## src/logic/serial_rx_regs.svh

```systemverilog
// register offsets, field positions, reset values and timing counts
`ifndef SERIAL_RX_REGS_SVH
`define SERIAL_RX_REGS_SVH

// byte addresses on the apb bus
`define RX_CTRL_ADDR        12'h000
`define RX_STATUS_ADDR      12'h004
`define RX_DATA_ADDR        12'h008
`define RX_BAUD_ADDR        12'h00C
`define RX_INTEN_ADDR       12'h010

// control register fields
`define CTRL_PORT_EN_BIT    0
`define CTRL_RX_EN_BIT      1
`define CTRL_SYNC_BIT       2
`define CTRL_NINE_BIT       3

// status register fields
`define STAT_NINTH_BIT      0
`define STAT_OVERRUN_BIT    1
`define STAT_FRAME_BIT      2
`define STAT_FLAG_BIT       3
`define STAT_COUNT_LSB      4

// interrupt enable register fields
`define INTEN_RX_BIT        0
`define INTEN_PERIPH_BIT    1
`define INTEN_GLOBAL_BIT    2

// reset values
`define CTRL_RESET          4'h0
`define INTEN_RESET         3'h0
`define BAUD_RESET          16'h0000

// oversampling figures
`define OVERSAMPLE          16
`define HALF_BIT_TICKS      8
`define VOTE_FIRST_TICK     7

`endif

```

## src/logic/serial_rx_pkg.sv

```systemverilog
// types shared by the serial receiver
package serial_rx_pkg;

	typedef enum logic [2:0] {
		RX_IDLE  = 3'b000,
		RX_START = 3'b001,
		RX_DATA  = 3'b011,
		RX_STOP  = 3'b010,
		RX_HOLD  = 3'b110
	} rx_state_t;

	typedef struct packed {
		logic [8:0] data;
		logic       frame_err;
	} rx_entry_t;

endpackage

```

## src/logic/async_serial_receiver.sv

```systemverilog
// asynchronous serial receive path with two-entry fifo and apb registers
//
// Contract
// - recovery runs on a sixteen-times-baud tick; shift register advances per bit.
// - completed character moves at once into a hidden two-entry fifo.
// - reception only with receive enable, async mode and port enable set.
// - port enable forces the receive pin to input direction.
// - port enable forces transmit/clock pin to output, port latch disconnected.
// - a falling edge on the idle-high line starts a character.
// - half a bit later the start bit is rechecked; high aborts silently.
// - each following bit is voted at its centre and shifted in.
// - stop position sampled; low sets framing error, high clears it.
// - right after stop the character is pushed and the flag rises.
// - reading the data register returns and removes the oldest character.
// - receive flag is high while enabled and fifo holds a character.
// - interrupt only when receive, peripheral and global enables are set.
// - each fifo entry keeps its framing status; the head one is shown.
// - framing bit read-only; popping exposes the next entry's status.
// - framing error neither stops reception nor raises an interrupt.
// - clearing port enable resets the port; clearing receive enable keeps framing.
// - a third character arriving into a full fifo sets overrun.
// - in overrun stored data stays readable, nothing new; receive enable clears it.
// - nine-bit mode shifts nine data bits per character.
// - ninth-bit field shows bit eight of the head character.
//
// Implementation choices: the address map and the APB interface to the registers.
`include "serial_rx_regs.svh"
`timescale 1ns/1ps
`default_nettype none

module async_serial_receiver #(
	parameter int BAUD_W = 16
) (
	input  wire logic        clk_in,
	input  wire logic        rstn_in,
	input  wire logic        psel_in,
	input  wire logic        penable_in,
	input  wire logic        pwrite_in,
	input  wire logic [11:0] paddr_in,
	input  wire logic [31:0] pwdata_in,
	output logic      [31:0] prdata_out,
	output logic             pready_out,
	output logic             pslverr_out,
	input  wire logic        receive_pin_in,
	output logic             receive_pin_oe_out,
	output logic             transmit_clock_pin_oe_out,
	output logic             port_latch_connect_out,
	output logic             receive_interrupt_flag_out,
	output logic             irq_out
);

	typedef struct packed {
		logic [3:0]                 ctrl;
		logic [2:0]                 inten;
		logic [BAUD_W-1:0]          baud;
		serial_rx_pkg::rx_state_t   state;
		logic [3:0]                 tick_cnt;
		logic [3:0]                 bit_cnt;
		logic [8:0]                 shift;
		logic [2:0]                 votes;
		logic                       line_d;
		serial_rx_pkg::rx_entry_t   ent0;
		serial_rx_pkg::rx_entry_t   ent1;
		logic                       rd_ptr;
		logic [1:0]                 count;
		logic                       overrun;
		logic [31:0]                prdata;
		logic                       pready;
		logic                       pslverr;
		logic                       rx_oe;
		logic                       tx_oe;
		logic                       latch_conn;
		logic                       flag;
		logic                       irq;
	} rx_core_t;

	rx_core_t s_r;
	rx_core_t s_nxt;
	logic     tick;
	logic     port_en;
	logic     rx_run;

	// majority of three samples
	function automatic logic vote3(input logic [2:0] v);
		vote3 = (v[0] & v[1]) | (v[0] & v[2]) | (v[1] & v[2]);
	endfunction

	// head entry of the fifo
	function automatic serial_rx_pkg::rx_entry_t head_of(input rx_core_t s);
		head_of = s.rd_ptr ? s.ent1 : s.ent0;
	endfunction

	// data and stop votes land on the same tick of the bit
	function automatic logic vote_tick(input logic [3:0] c);
		vote_tick = (c == 4'h1);
	endfunction

	// tail slot of the two-entry fifo
	function automatic logic tail_of(input rx_core_t s);
		tail_of = s.rd_ptr ^ s.count[0];
	endfunction

	// port and receive enable, the sync bit aside
	function automatic logic rx_enabled(input logic [3:0] c);
		rx_enabled = c[`CTRL_PORT_EN_BIT] & c[`CTRL_RX_EN_BIT];
	endfunction

	// status word of the fifo head; entry fields read zero when empty
	function automatic logic [31:0] status_word(input rx_core_t s);
		serial_rx_pkg::rx_entry_t h;
		logic                     busy;
		h    = head_of(s);
		busy = (s.count != 2'h0);
		status_word = '0;
		status_word[`STAT_NINTH_BIT] = busy & h.data[8];
		status_word[`STAT_OVERRUN_BIT] = s.overrun;
		status_word[`STAT_FRAME_BIT] = busy & h.frame_err;
		status_word[`STAT_FLAG_BIT] = s.flag;
		status_word[`STAT_COUNT_LSB +: 2] = s.count;
	endfunction

	// =========================================================
	// enables
	assign port_en = s_r.ctrl[`CTRL_PORT_EN_BIT];
	// sync mode is not built here; selecting it parks the engine and clears overrun
	assign rx_run  = rx_enabled(s_r.ctrl)
		& ~s_r.ctrl[`CTRL_SYNC_BIT];

	// oversampling tick, divisor held in the baud register
	baud_tick_gen #(
		.DIV_W (BAUD_W)
	) u_tick (
		.clk_in     (clk_in),
		.rstn_in    (rstn_in),
		.run_in     (rx_run),
		.divisor_in (s_r.baud),
		.tick_out   (tick)
	);

	// =========================================================
	// next state
	always_comb begin
		serial_rx_pkg::rx_entry_t hd;
		serial_rx_pkg::rx_entry_t nw;
		logic                     push;
		logic                     pop;
		logic                     bit_v;
		logic [3:0]               nbits;
		hd     = head_of(s_r);
		nw     = '0;
		push   = 1'b0;
		pop    = 1'b0;
		bit_v  = 1'b0;
		nbits  = s_r.ctrl[`CTRL_NINE_BIT] ? 4'h9 : 4'h8;
		s_nxt  = s_r;
		s_nxt.pready  = 1'b0;
		s_nxt.pslverr = 1'b0;

		// ---- receive engine, one step per oversampling tick
		if (tick) begin
			s_nxt.line_d = receive_pin_in;
			s_nxt.votes  = {s_r.votes[1:0], receive_pin_in};
			s_nxt.tick_cnt = s_r.tick_cnt + 4'h1;
			unique case (s_r.state)
				serial_rx_pkg::RX_IDLE: begin
					// edge from idle-high to low
					if (s_r.line_d && !receive_pin_in) begin
						s_nxt.state    = serial_rx_pkg::RX_START;
						s_nxt.tick_cnt = 4'h1;
					end
				end
				serial_rx_pkg::RX_START: begin
					if (s_r.tick_cnt == 4'(`HALF_BIT_TICKS)) begin
						// high at centre: abandon, no error
						if (receive_pin_in) begin
							s_nxt.state = serial_rx_pkg::RX_IDLE;
						end else begin
							s_nxt.state    = serial_rx_pkg::RX_DATA;
							// one tick on: the first vote lands a bit later
							s_nxt.tick_cnt = 4'h2;
							s_nxt.bit_cnt  = 4'h0;
							s_nxt.shift    = '0;
						end
					end
				end
				serial_rx_pkg::RX_DATA: begin
					// votes span ticks 15, 0 and 1 around the centre
					if (vote_tick(s_r.tick_cnt)) begin
						bit_v = vote3({s_r.votes[1:0],
							receive_pin_in});
						if (s_r.ctrl[`CTRL_NINE_BIT]) begin
							s_nxt.shift = {bit_v, s_r.shift[8:1]};
						end else begin
							s_nxt.shift = {1'b0, bit_v,
								s_r.shift[7:1]};
						end
						s_nxt.bit_cnt = s_r.bit_cnt + 4'h1;
						if (s_r.bit_cnt + 4'h1 == nbits) begin
							s_nxt.state = serial_rx_pkg::RX_STOP;
						end
					end
				end
				serial_rx_pkg::RX_STOP: begin
					if (vote_tick(s_r.tick_cnt)) begin
						// character finished; push unless overrun
						nw.data = s_r.shift;
						nw.frame_err = ~vote3({s_r.votes[1:0],
							receive_pin_in});
						s_nxt.state = serial_rx_pkg::RX_IDLE;
						if (s_r.count == 2'h2) begin
							s_nxt.overrun = 1'b1;
							s_nxt.state = serial_rx_pkg::RX_HOLD;
						end else begin
							push = 1'b1;
						end
						// a low stop does not halt reception
						s_nxt.line_d = 1'b0;
					end
				end
				serial_rx_pkg::RX_HOLD: begin
					// overrun: no new characters are taken
					s_nxt.state = serial_rx_pkg::RX_HOLD;
				end
				default: begin
					// unused code: back to the search for a start bit
					s_nxt.state = serial_rx_pkg::RX_IDLE;
				end
			endcase
		end

		// ---- apb slave, one wait state per access phase
		// writes commit as ready is raised; read data launches with it
		if (psel_in && penable_in && !s_r.pready) begin
			s_nxt.pready = 1'b1;
			s_nxt.prdata = '0;
			unique case (paddr_in)
				`RX_CTRL_ADDR: begin
					if (pwrite_in) begin
						s_nxt.ctrl = pwdata_in[3:0];
					end
					s_nxt.prdata[3:0] = s_r.ctrl;
				end
				`RX_STATUS_ADDR: begin
					// flag bit is read-only: writes ignored
					s_nxt.prdata = status_word(s_r);
				end
				`RX_DATA_ADDR: begin
					s_nxt.prdata[7:0] = hd.data[7:0];
					// status first, this read advances the fifo
					if (!pwrite_in && s_r.count != 2'h0) begin
						pop = 1'b1;
					end
				end
				`RX_BAUD_ADDR: begin
					if (pwrite_in) begin
						s_nxt.baud = pwdata_in[BAUD_W-1:0];
					end
					s_nxt.prdata[BAUD_W-1:0] = s_r.baud;
				end
				`RX_INTEN_ADDR: begin
					if (pwrite_in) begin
						s_nxt.inten = pwdata_in[2:0];
					end
					s_nxt.prdata[2:0] = s_r.inten;
				end
				default: begin
					s_nxt.pslverr = 1'b1;
				end
			endcase
		end

		// ---- fifo, two entries with read pointer and count
		// overrun is decided on the old count: a pop in that tick is late
		if (push) begin
			if (tail_of(s_r)) begin
				s_nxt.ent1 = nw;
			end else begin
				s_nxt.ent0 = nw;
			end
		end
		if (pop) begin
			s_nxt.rd_ptr = ~s_r.rd_ptr;
		end
		s_nxt.count = s_r.count + {1'b0, push} - {1'b0, pop};

		// ---- receive enable off: engine stops, overrun clears
		if (!rx_run) begin
			s_nxt.state    = serial_rx_pkg::RX_IDLE;
			s_nxt.line_d   = 1'b1;
			s_nxt.tick_cnt = 4'h0;
			s_nxt.votes    = 3'h7;
			s_nxt.overrun  = 1'b0;
		end

		// ---- port disable resets the fifo and its framing bits
		if (!port_en) begin
			s_nxt.ent0   = '0;
			s_nxt.ent1   = '0;
			s_nxt.count  = 2'h0;
			s_nxt.rd_ptr = 1'b0;
		end

		// ---- pin steering and interrupt outputs
		// the receive pin is never driven, whatever the port setting
		s_nxt.rx_oe      = 1'b0;
		s_nxt.tx_oe      = s_nxt.ctrl[`CTRL_PORT_EN_BIT];
		s_nxt.latch_conn = ~s_nxt.ctrl[`CTRL_PORT_EN_BIT];
		s_nxt.flag = rx_enabled(s_nxt.ctrl)
			& (s_nxt.count != 2'h0);
		s_nxt.irq = s_nxt.flag & s_nxt.inten[`INTEN_RX_BIT]
			& s_nxt.inten[`INTEN_PERIPH_BIT]
			& s_nxt.inten[`INTEN_GLOBAL_BIT];
	end

	// =========================================================
	// state register
	always_ff @(posedge clk_in or negedge rstn_in) begin
		if (!rstn_in) begin
			s_r          <= '0;
			s_r.ctrl     <= `CTRL_RESET;
			s_r.inten    <= `INTEN_RESET;
			s_r.baud     <= `BAUD_RESET;
			s_r.state    <= serial_rx_pkg::RX_IDLE;
			s_r.line_d   <= 1'b1;
			s_r.votes    <= 3'h7;
			s_r.latch_conn <= 1'b1;
		end else begin
			s_r <= s_nxt;
		end
	end

	// =========================================================
	// outputs, all from flip-flops
	assign prdata_out                 = s_r.prdata;
	assign pready_out                 = s_r.pready;
	assign pslverr_out                = s_r.pslverr;
	assign receive_pin_oe_out         = s_r.rx_oe;
	assign transmit_clock_pin_oe_out  = s_r.tx_oe;
	assign port_latch_connect_out     = s_r.latch_conn;
	assign receive_interrupt_flag_out = s_r.flag;
	assign irq_out                    = s_r.irq;

endmodule

`default_nettype wire

```

## src/logic/baud_tick_gen.sv

```systemverilog
// divider that makes the sixteen-times-baud sampling tick
`timescale 1ns/1ps
`default_nettype none

module baud_tick_gen #(
	parameter int DIV_W = 16
) (
	input  wire logic             clk_in,
	input  wire logic             rstn_in,
	input  wire logic             run_in,
	input  wire logic [DIV_W-1:0] divisor_in,
	output logic                  tick_out
);

	typedef struct packed {
		logic [DIV_W-1:0] cnt;
		logic             tick;
	} tick_state_t;

	tick_state_t s_r;
	tick_state_t s_nxt;

	// =========================================================
	// divider
	always_comb begin
		s_nxt = s_r;
		s_nxt.tick = 1'b0;
		if (!run_in) begin
			s_nxt.cnt = '0;
		end else if (s_r.cnt >= divisor_in) begin
			s_nxt.cnt = '0;
			s_nxt.tick = 1'b1;
		end else begin
			s_nxt.cnt = s_r.cnt + DIV_W'(1);
		end
	end

	always_ff @(posedge clk_in or negedge rstn_in) begin
		if (!rstn_in) begin
			s_r <= '0;
		end else begin
			s_r <= s_nxt;
		end
	end

	assign tick_out = s_r.tick;

endmodule

`default_nettype wire

```

## config.mk

```make
export PLATFORM = sky130hd
export DESIGN_NAME = async_serial_receiver
export DESIGN_NICKNAME = d
export VERILOG_FILES = /design/src/logic/serial_rx_pkg.sv /design/src/logic/async_serial_receiver.sv /design/src/logic/baud_tick_gen.sv
export VERILOG_INCLUDE_DIRS = /design/src /design/src/logic
export SDC_FILE = /design/constraint.sdc
export NUM_CORES = 1
export LEC_CHECK = 0
export ABC_CLOCK_PERIOD_IN_PS = 2800
export BUFFER_PORTS_ARGS = -buffer_cell sky130_fd_sc_hd__buf_2
export CAP_MARGIN = 20
export CORE_ASPECT_RATIO = 1.1
export CORE_MARGIN = 5
export CORE_UTILIZATION = 45
export DETAILED_ROUTE_END_ITERATION = 8
export PLACE_DENSITY = 0.66
export SLEW_MARGIN = 20
export SYNTH_ARGS = -nofsm -noshare
export SYNTH_HDL_FRONTEND = slang
export SYNTH_SLANG_ARGS = --single-unit
```

## constraint.sdc

```tcl
create_clock -name clk_in -period 2.8 [get_ports clk_in]
set_input_delay 0.42 -clock clk_in [delete_from_list [all_inputs] [get_ports clk_in]]
set_output_delay 0.42 -clock clk_in [all_outputs]
set_load 0.1 [all_outputs]
```

Word level (Yosys, flattened, before mapping):

Index checks and enable logic that the tools add are counted.

* output and inout port bits: 39
* register bits after elaboration: 109
* input bits: 50

* equality and inequality tests: 28
* muxes and demuxes: 57
* add/sub/neg operators: 5
* reduce and logical (&&, ||, !) cells: 20
* bitwise operators: 19
* magnitude comparators: 1

Operators with widths (number)
* 16-bit 2-to-1 mux: 4
* 10-bit 2-to-1 mux: 6
* 20-bit 2-to-1 mux: 2
* 3-bit one-hot mux with 5 select lines: 2
* 13-bit one-hot mux with 2 select lines: 1
* 12-bit by 4-bit equality test with 1-bit output, second input constant: 2
* 24-bit 2-to-1 mux: 1
* 23-bit 2-to-1 mux: 1
* 21-bit 2-to-1 mux: 1
* 3-bit 2-to-1 mux: 7
* 1-bit 2-to-1 mux: 19
* 17-bit 2-to-1 mux: 1
* 16-bit by 1-bit adder with 16-bit output, second input constant: 1
* 16-bit >= comparator: 1
* 2-bit inequality test, second input constant: 8
* 3-bit inequality test, second input constant: 5
* 7-bit 2-to-1 mux: 2
* 13-bit 2-to-1 mux: 1
* 1-bit AND: 12
* 12-bit by 3-bit equality test with 1-bit output, second input constant: 1
* 12-bit by 5-bit equality test with 1-bit output, second input constant: 1
* 12-bit logical NOT: 1
* 4-bit one-hot mux with 3 select lines: 1
* 9-bit 2-to-1 mux: 1
* 28 further kinds: 48

Logic depth before layout (Yosys ltp):

Gate-level depths: netlist of run 1.

* word-level depth: 15
* depth in mapped cells: 12
* depth with buffers taken out: 12

Hierarchy:

Synthesis of run 1 repeated with hierarchy kept, for this count alone.

* cell total of the unflattened synthesis: 556
* area total of the unflattened synthesis: 5834.3 µm²

Modules (own cells, without submodules)
* async_serial_receiver: seq. area each 2282.2 µm², instances 1, cells each 429, area an instance 4657.0 µm²
* baud_tick_gen: seq. area each 425.4 µm², instances 1, cells each 127, area an instance 1177.4 µm²

Worst setup path before layout of run 1:

OpenSTA, ideal clock, no wires.

* path kind: reg2reg
* from: reg s_r, in the netlist pready_out
* to: reg s_r, in the netlist irq_out
* cell stages (with the launch flop): 11
* required time: 2.706 ns
* arrival time: 2.823 ns
* period minus slack after synthesis: 2.917 ns
* buffers on the path: 0
* setup slack: -0.117 ns
* library setup time: 0.094 ns
* cells stage by stage: dfrtp_1 nand3b_1 or4_1 nor2_1 ha_1 inv_1 ha_1 xnor2_1 xnor2_1 o221ai_1 a221oi_2

RTL lines
* start: declaration: line async_serial_receiver.sv:77 `rx_core_t s_r;`
* start signal: assignment: line async_serial_receiver.sv:328 `s_r <= s_nxt;`

==> results.md, run 1 <==
- Status: completed
- Mapped Area: 5740 um2
- Area Growth Syn to Fin: 10.1%
- Grt total ovfl: 0
- Hold_ws: 0.0580 ns
- Clock root buffer: clkbuf_16
- Cells after synthesis: 552
- RSZ-0062 raised after global routing: no
- Synth Register Bits: 108
- Fillers: roughly 1,100
- Die height: 128 um
- Peak supply drop: 0.317 mV
- CORE AREA: approximately 13,000 um2
- Number of distinct library cells after synthesis: 66
- Skew final: approximately 0.0086 ns
- Max Fclk: 389 MHz
- CP Launch Type: register
- Critical path peak fanout: 2
- Final period demand of the worst path: roughly 2.6 ns
- Worst path required time: 3.06 ns
- Synthesis Warnings: 0
- Vias in the first global route: 4,120
- Area of the multi-input gates: between 2000 and 3000 um2
- DRC viols: 0
- Std cell rows: 43
- Max Cap Viol: 0
- Top Ports: 89
- Pwr Density: a little under 500 nW/um2
- Htree depth: 3
- Slew headroom: 0.455
- Die extent in x: about 120 um
- Pleak: 2.94 nW
- Setup CP Type: register to register
- Inserted Clock Buffers: 9
- Hold-fix buffers at CTS: 0
- Post-Syn Area per Cell: 10.4 um2
- Final ANT Viol Nets: 0
- Die ar.: about 15,000 um2
- Ant diodes: 0
- Worst Max-Slew Pin Slew: 0.810 ns
- Clock-pin slew on the worst setup and hold paths: 0.07 ns
- Fin util: 0.502
- Antenna violations before repair: 0
- Ys flop type: dfrtp_1
- DPL Wire Length: 9.13 mm
- Worst Setup End Kind: register
- Gr usage total: 0.167
- Seq/Total Area, Yosys: 0.472
- GP Congestion: between 0.8 and 0.9
- Final nets: 669
- Routed wire length: 12.2 mm
- Post-Place Cells: ~740
- Reg area: 2710 um2
- Initial Utilization: 0.456
- Sinks on the clock net: 108
- CTS tree: done
- Final Instance Area: approximately 6300 um2
- EDFF count, synth: 0
- Slew Limit Fails: 0
- First-pass GRT wire length: 20.6 mm
- Fin Setup TNS: 0 ns
- Post-CTS setup buffers: 0
- Fraction of layout cells with a size suffix above 1: 0.206
- Initial DRC count: between 300 and 400
- Period utilization: 0.919
- Port bufs: 55
- WP data arrival: 2.83 ns
- Skew-Pair Late Insertion Delay: 0.35 ns
- Largest net degree at the start of global routing: between 40 and 50
- DR WL/cell: 16.1 um
- Vias: 4,151
- Final setup violation count: 0
- Via density: 5.48
- Ys async rst share: 1.00
- Bufs on Longest Clock Path: 2
- Hold Crit Class: input pin to asynchronous set/reset pin
- DRT Pass-1 Iters: 4
- Post-CTS Resized: 0
- Post-DP Area: 6040 um2
- Fin. Hold Viols: 0
- Layout Cells excl Fill: 758
## power breakdown
| group | total [mW] | switching, mW | internal (mW) |
|---|---|---|---|
| clock network | 1.23 | 0.608 | 0.624 |
| registers | 1.57 | 0.00485 | 1.57 |
| logic | 0.280 | 0.238 | 0.0421 |
| total | 3.08 | 0.851 | 2.23 |
## worst max-delay path, stage by stage, from the launching register on
cell and delay (ns):
dfrtp_2 0.40, nand3b_1 0.18, or4_1 0.51, nor2_1 0.21
ha_1 0.28, inv_1 0.06, ha_1 0.14, xnor2_1 0.13
xnor2_1 0.17, o221ai_1 0.18, a221oi_2 0.21
## flip-flops by register name, indices dropped and copies added (netlist names)
name	count
prdata_out	16
pready_out	1
irq_out	1
port_latch_connect_out	1
u_tick.s_r	16
port_en	1
u_tick.tick_out	1
s_r	69
receive_interrupt_flag_out	1
pslverr_out	1
## synthesized netlist by cell type, types with 2 or more instances
master,number,area [um2]
buf_6,3,33.8
or3_1,2,12.5
ha_1,23,288
nand3b_1,4,30.0
nand4_1,9,56.3
nand2b_1,5,31.3
nor4b_1,4,35.0
nor2_1,44,165
o211ai_1,2,15.0
o211a_1,2,20.0
nor3b_1,2,15.0
a22o_1,26,228
buf_4,34,255
inv_1,27,101
mux2i_1,14,140
dfrtp_1,104,2600
and2_1,5,31.3
o31ai_1,3,22.5
nand3_1,10,50.1
nor2b_1,7,43.8
xnor2_1,8,70.1
mux2_2,25,282
buf_2,2,10.0
a21boi_0,2,15.0
a31oi_1,3,18.8
nand2_1,46,173
o21a_1,2,15.0
xor2_1,11,96.3
dfstp_2,4,105
a21oi_1,25,125
clkbuf_1,12,45.0
a21o_1,6,45.0
o21ai_0,30,150
and4_1,3,26.3
and3_1,5,31.3
a22oi_1,2,15.0
nor3_1,7,35.0
## layer usage
metal | global-route usage | vias up | share of wire
met5 | 0 | - | 0
met4 | 0.0695 | 0 | 0.022
met3 | 0.0321 | 17 | 0.054
met2 | 0.270 | 103 | 0.47
met1 | 0.224 | 2038 | 0.46
li1 | - | 1993 | -
## cells in the final DEF (no fill, tap or decap), types with 8 or more instances in the layout
cell,n
xor2_1,11
inv_1,27
clkbuf_16,9
buf_4,14
xnor2_1,8
o21ai_0,30
nor2_1,44
a21oi_1,25
conb_1,17
mux2i_1,14
buf_2,54
a22o_1,26
mux2_2,25
nand2_1,46
nand3_1,10
dfrtp_1,103
ha_1,23
nand4_1,9
## cell families (layout without fill, tap and decap cells)
kind of cell,count (synthesis),count (layout),share of synthesized area
AOI/OAI and AO/OA,116,116,0.136
xor gates and xnor gates,19,19,0.0290
adders and majority gates,23,23,0.0501
buffers and inverters,80,113,0.0806
DFF,108,108,0.472
muxes,40,40,0.0774
other,1,17,0.000653
and+or+nand+nor,165,165,0.154
## cell type report
cell class	count	share of cell area
Clock buffer	10	0.0362
Clock inverter	6	0.00851
Inverter	28	0.0166
Multi-Input combinational cell	380	0.416
Sequential cell	108	0.429
Tap cell	157	0.0311
Timing Repair Buffer	69	0.0626
## metrics by stage
| step | power [mW] | setup slack [ns] |
|---|---|---|
| floorplan | 1.83 | 0.0868 |
| global placement | 1.88 | 0.245 |
| detailed placement | 1.88 | 0.200 |
| CTS | 3.13 | 0.214 |
| global route | 3.21 | 0.0350 |
| finish | 3.08 | 0.227 |
## worst paths after layout
check,startpoint,endpoint,slack (ns),cells after the start
setup reg to reg,pready_out,irq_out,0.23,10
max in group asynchronous,rstn_in,u_tick.s_r[9],1.98,2
setup / recovery,pready_out,irq_out,0.23,10
hold / removal,rstn_in,s_r[79],0.06,1
hold reg to reg,prdata_out[3],prdata_out[3],0.48,2
min in group clk_in,pwdata_in[11],s_r[98],0.29,2
Power figures use the tool's default switching activity.
==> run 2, diff against run 1 <==
--- a/config.mk
+++ b/config.mk
@@ -6,14 +6,14 @@
 export SDC_FILE = /design/constraint.sdc
 export NUM_CORES = 1
 export LEC_CHECK = 0
-export ABC_CLOCK_PERIOD_IN_PS = 2800
+export ABC_CLOCK_PERIOD_IN_PS = 2300
 export BUFFER_PORTS_ARGS = -buffer_cell sky130_fd_sc_hd__buf_2
 export CAP_MARGIN = 20
 export CORE_ASPECT_RATIO = 1.1
 export CORE_MARGIN = 5
 export CORE_UTILIZATION = 45
 export DETAILED_ROUTE_END_ITERATION = 8
-export PLACE_DENSITY = 0.66
+export PLACE_DENSITY = 0.68
 export SLEW_MARGIN = 20
 export SYNTH_ARGS = -nofsm -noshare
 export SYNTH_HDL_FRONTEND = slang
==> constraint.sdc (replaced) <==
create_clock -name clk_in -period 2.3 [get_ports clk_in]
set_input_delay 0.345 -clock clk_in [delete_from_list [all_inputs] [get_ports clk_in]]
set_output_delay 0.345 -clock clk_in [all_outputs]
set_load 0.1 [all_outputs]
==> run 2 against run 1 <==
  * Maximum frequency increased by 2.4%
  * Sequential power increased by 22%
  * Final cell count increased by 3.8%
  * Hold slack improved by 0.17 ns
  * Sequential share of layout area decreased by 2.1 points
  * Routed wire length increased by 4.0%
  * The flow now finishes with violations (negative setup slack)
  * Critical path depth unchanged
  * Via count increased by 3.7%
  * Die area unchanged
  * Critical path type unchanged
  * Power increased by 23%
  * First-iteration DRC count decreased by 12%
  * Clock power increased by 25%
==> results.md, run 2 (synthesis results as in run 1) <==
- Pwr Density: 572 nW/um2 (+17%)
- Critical path peak fanout: 2 (unchanged)
- Pleak: 3.11 nW (+5.8%)
- Worst R2R Path Depth: 10 (unchanged)
- Area of the multi-input gates: 2700 um2 (+2.6%)
- WP depth: 10 (unchanged)
- Skew final: 0.00979 ns (+0.00117 ns)
- CTS tree: done
- Status: complete, but fails checks
- Failing checks: negative setup slack
- Largest register FFs: 69 (unchanged)
- Dpl ws: -0.230 ns (-0.430 ns)
- WP data arrival: 2.77 ns (-0.06 ns)
- Vias: 4,304 (+3.7%)
- Worst path required time: 2.55 ns (-0.51 ns)
- Initial Utilization: 0.456 (unchanged)
- Hold Crit Class: input pin to register
- Die extent in x: 118 um (unchanged)
- Worst Setup End Kind: register
- Final nets: 698 (+4.3%)
- Hold Path Depth: 2
- Final period demand of the worst path: 2.51 ns (-0.0613 ns)
- Largest net degree at the start of global routing: 40 (-9.1%)
- Htree depth: 3 (unchanged)
- Post-Place Cells: 769 (+3.6%)
- Area Growth Syn to Fin: 15.8%
- Via density: 5.47 (-0.13%)
- Max Used Layer: met5
- Worst-path cell chain: nand3b_1 -> or4_4 -> nor2_4 -> ha_4 -> inv_4 -> ha_4 -> xnor2_4 -> xnor2_2 -> o221ai_2 -> a221oi_2
- FF-to-FF setup slack: -0.21 ns (-0.44 ns)
- Port bufs: 55 (unchanged)
- Initial DRC count: 305 (-12%)
- Max Fclk: 398 MHz (+2.4%)
- Post-route worst setup slack: -0.212 ns (-0.439 ns)
- CORE AREA: 12,600 um2 (unchanged)
- Period utilization: 1.09 (+0.173)
- Top reg by flops: s_r
- Wl on met1: 5.69 mm (+2.2%)
- Fillers: 1,104 (-2.3%)
- Setup CP Type: register to register
- Inserted Clock Buffers: 9 (unchanged)
- Routed wire length: 12.7 mm (+4.0%)
- Bufs on Longest Clock Path: 2 (unchanged)
- RSZ-0062 raised after global routing: yes
- Die ar.: 15,100 um2 (unchanged)
- Buf+Inv Stages, Crit Path: 1 (unchanged)
- Reg2Reg Launch Point: pready_out
- Vias in the first global route: 4,289 (+4.1%)
- Reg area: 2710 um2 (about the same)
- Final ANT Viol Nets: 0 (unchanged)
- Die height: 128 um (unchanged)
- Crit path max-delay cell type: or4_4
- Layout Cells excl Fill: 787 (+3.8%)
- Fin. Hold Viols: 0 (unchanged)
- Worst Max-Slew Pin Slew: 0.543 ns (-0.267 ns)
- Clock-pin slew on the worst setup and hold paths: 0.07 ns (about the same)
- Fin Setup TNS: -0.385 ns (-0.385 ns)
- Commonest non-fill, non-tap cell in the layout: dfrtp_1
- Top Ports: 89 (unchanged)
- Gr usage total: 0.171 (+0.00376)
- Std cell rows: 43 (unchanged)
- DPL Wire Length: 9.48 mm (+3.9%)
- First-pass GRT wire length: 21.4 mm (+3.8%)
- Sinks on the clock net: 108 (unchanged)
- Slew headroom: 0.638 (+0.183)
- Routed wl met2: 6.10 mm (+7.0%)
- Clock root buffer: clkbuf_16
- Ant diodes: 0 (unchanged)
- Commonest cells after routing, fill and taps aside: dfrtp_1 (103), buf_2 (54), nand2_1 (46)
- Cell class contributing the biggest share of worst-path delay: simple AND/OR/NAND/NOR gates
- Crit path top cell by count: ha_4
- Max Cap Viol: 0 (unchanged)
- Skew-Pair Late Insertion Delay: 0.34 ns (about the same)
- Hold-critical path endpoint: s_r[96]
- Fraction of layout cells with a size suffix above 1: 0.254 (+0.0476)
- Peak supply drop: 0.384 mV (+21%)
- Antenna violations before repair: 2 (+2)
- Length of routed met3 wiring: 654 um (-0.76%)
- Slew Limit Fails: 0 (unchanged)
- DRC viols: 0 (unchanged)
- Final setup violation count: 3 (+3)
- Worst reg2reg endpoint: irq_out
- DR WL/cell: 16.1 um (+0.14%)
- Critical Path Max Stage Delay: 0.56 ns (+0.05 ns)
- Grt total ovfl: 0 (unchanged)
- CP Launch Type: register
- GP Congestion: 0.806 (-6.5%)
- DRT Pass-1 Iters: 5 (+1)
- Worst hold start: pwdata_in[9]
[run 2: worst max path at each step]
stage | start | end | slack [ns]
floorplan | pready_out | irq_out | -0.38
global placement | pready_out | irq_out | -0.16
detailed placement | pready_out | irq_out | -0.23
CTS | pready_out | irq_out | -0.22
global route | pready_out | irq_out | -0.31
finish | pready_out | irq_out | -0.21
[run 2: per-stage QoR]
| step | utilization | instance area (um2) | hold WS (ns) | power [mW] |
|---|---|---|---|---|
| finish | 0.528 | 6650 | 0.231 | 3.80 |
| floorplan | - | 5810 | 0.0494 | 2.23 |
| CTS | 0.524 | 6600 | 0.224 | 3.84 |
| global route | 0.528 | 6650 | 0.228 | 3.93 |
| detailed placement | 0.498 | 6270 | 0.359 | 2.30 |
| global placement | 0.498 | 6270 | 0.355 | 2.30 |
[run 2: power breakdown]
group	internal (mW)	switching [mW]	total, mW	leakage [nW]
clock network	0.845	0.692	1.54	0.135
registers	1.91	0.00549	1.91	1.49
logic	0.0603	0.292	0.352	1.49
[run 2: layout make-up]
cell class	count	area share
timing repair buffer	98	0.0963
inverter	28	0.0162
tap	157	0.0295
multi-input combinational	380	0.406
clock buffer	10	0.0344
sequential	108	0.408
clock inverter	6	0.00997
[run 2: layer usage]
metal,track usage,vias to the layer above
li1,-,2070
met1,0.233,2104
met2,0.276,107
met3,0.0400,19
met4,0.0506,4
met5,0,-
[run 2: what timing repair did]
item | 4_1_cts | 5_1_grt
hold buffers | 1 | 0
resized for setup | 3 | 8
pin swaps | 2 | 6
buffers inserted | 1 | 0
gates cloned | 0 | 0
hold endpoints to repair | 13 | 0
setup endpoints to repair | 2 | 3
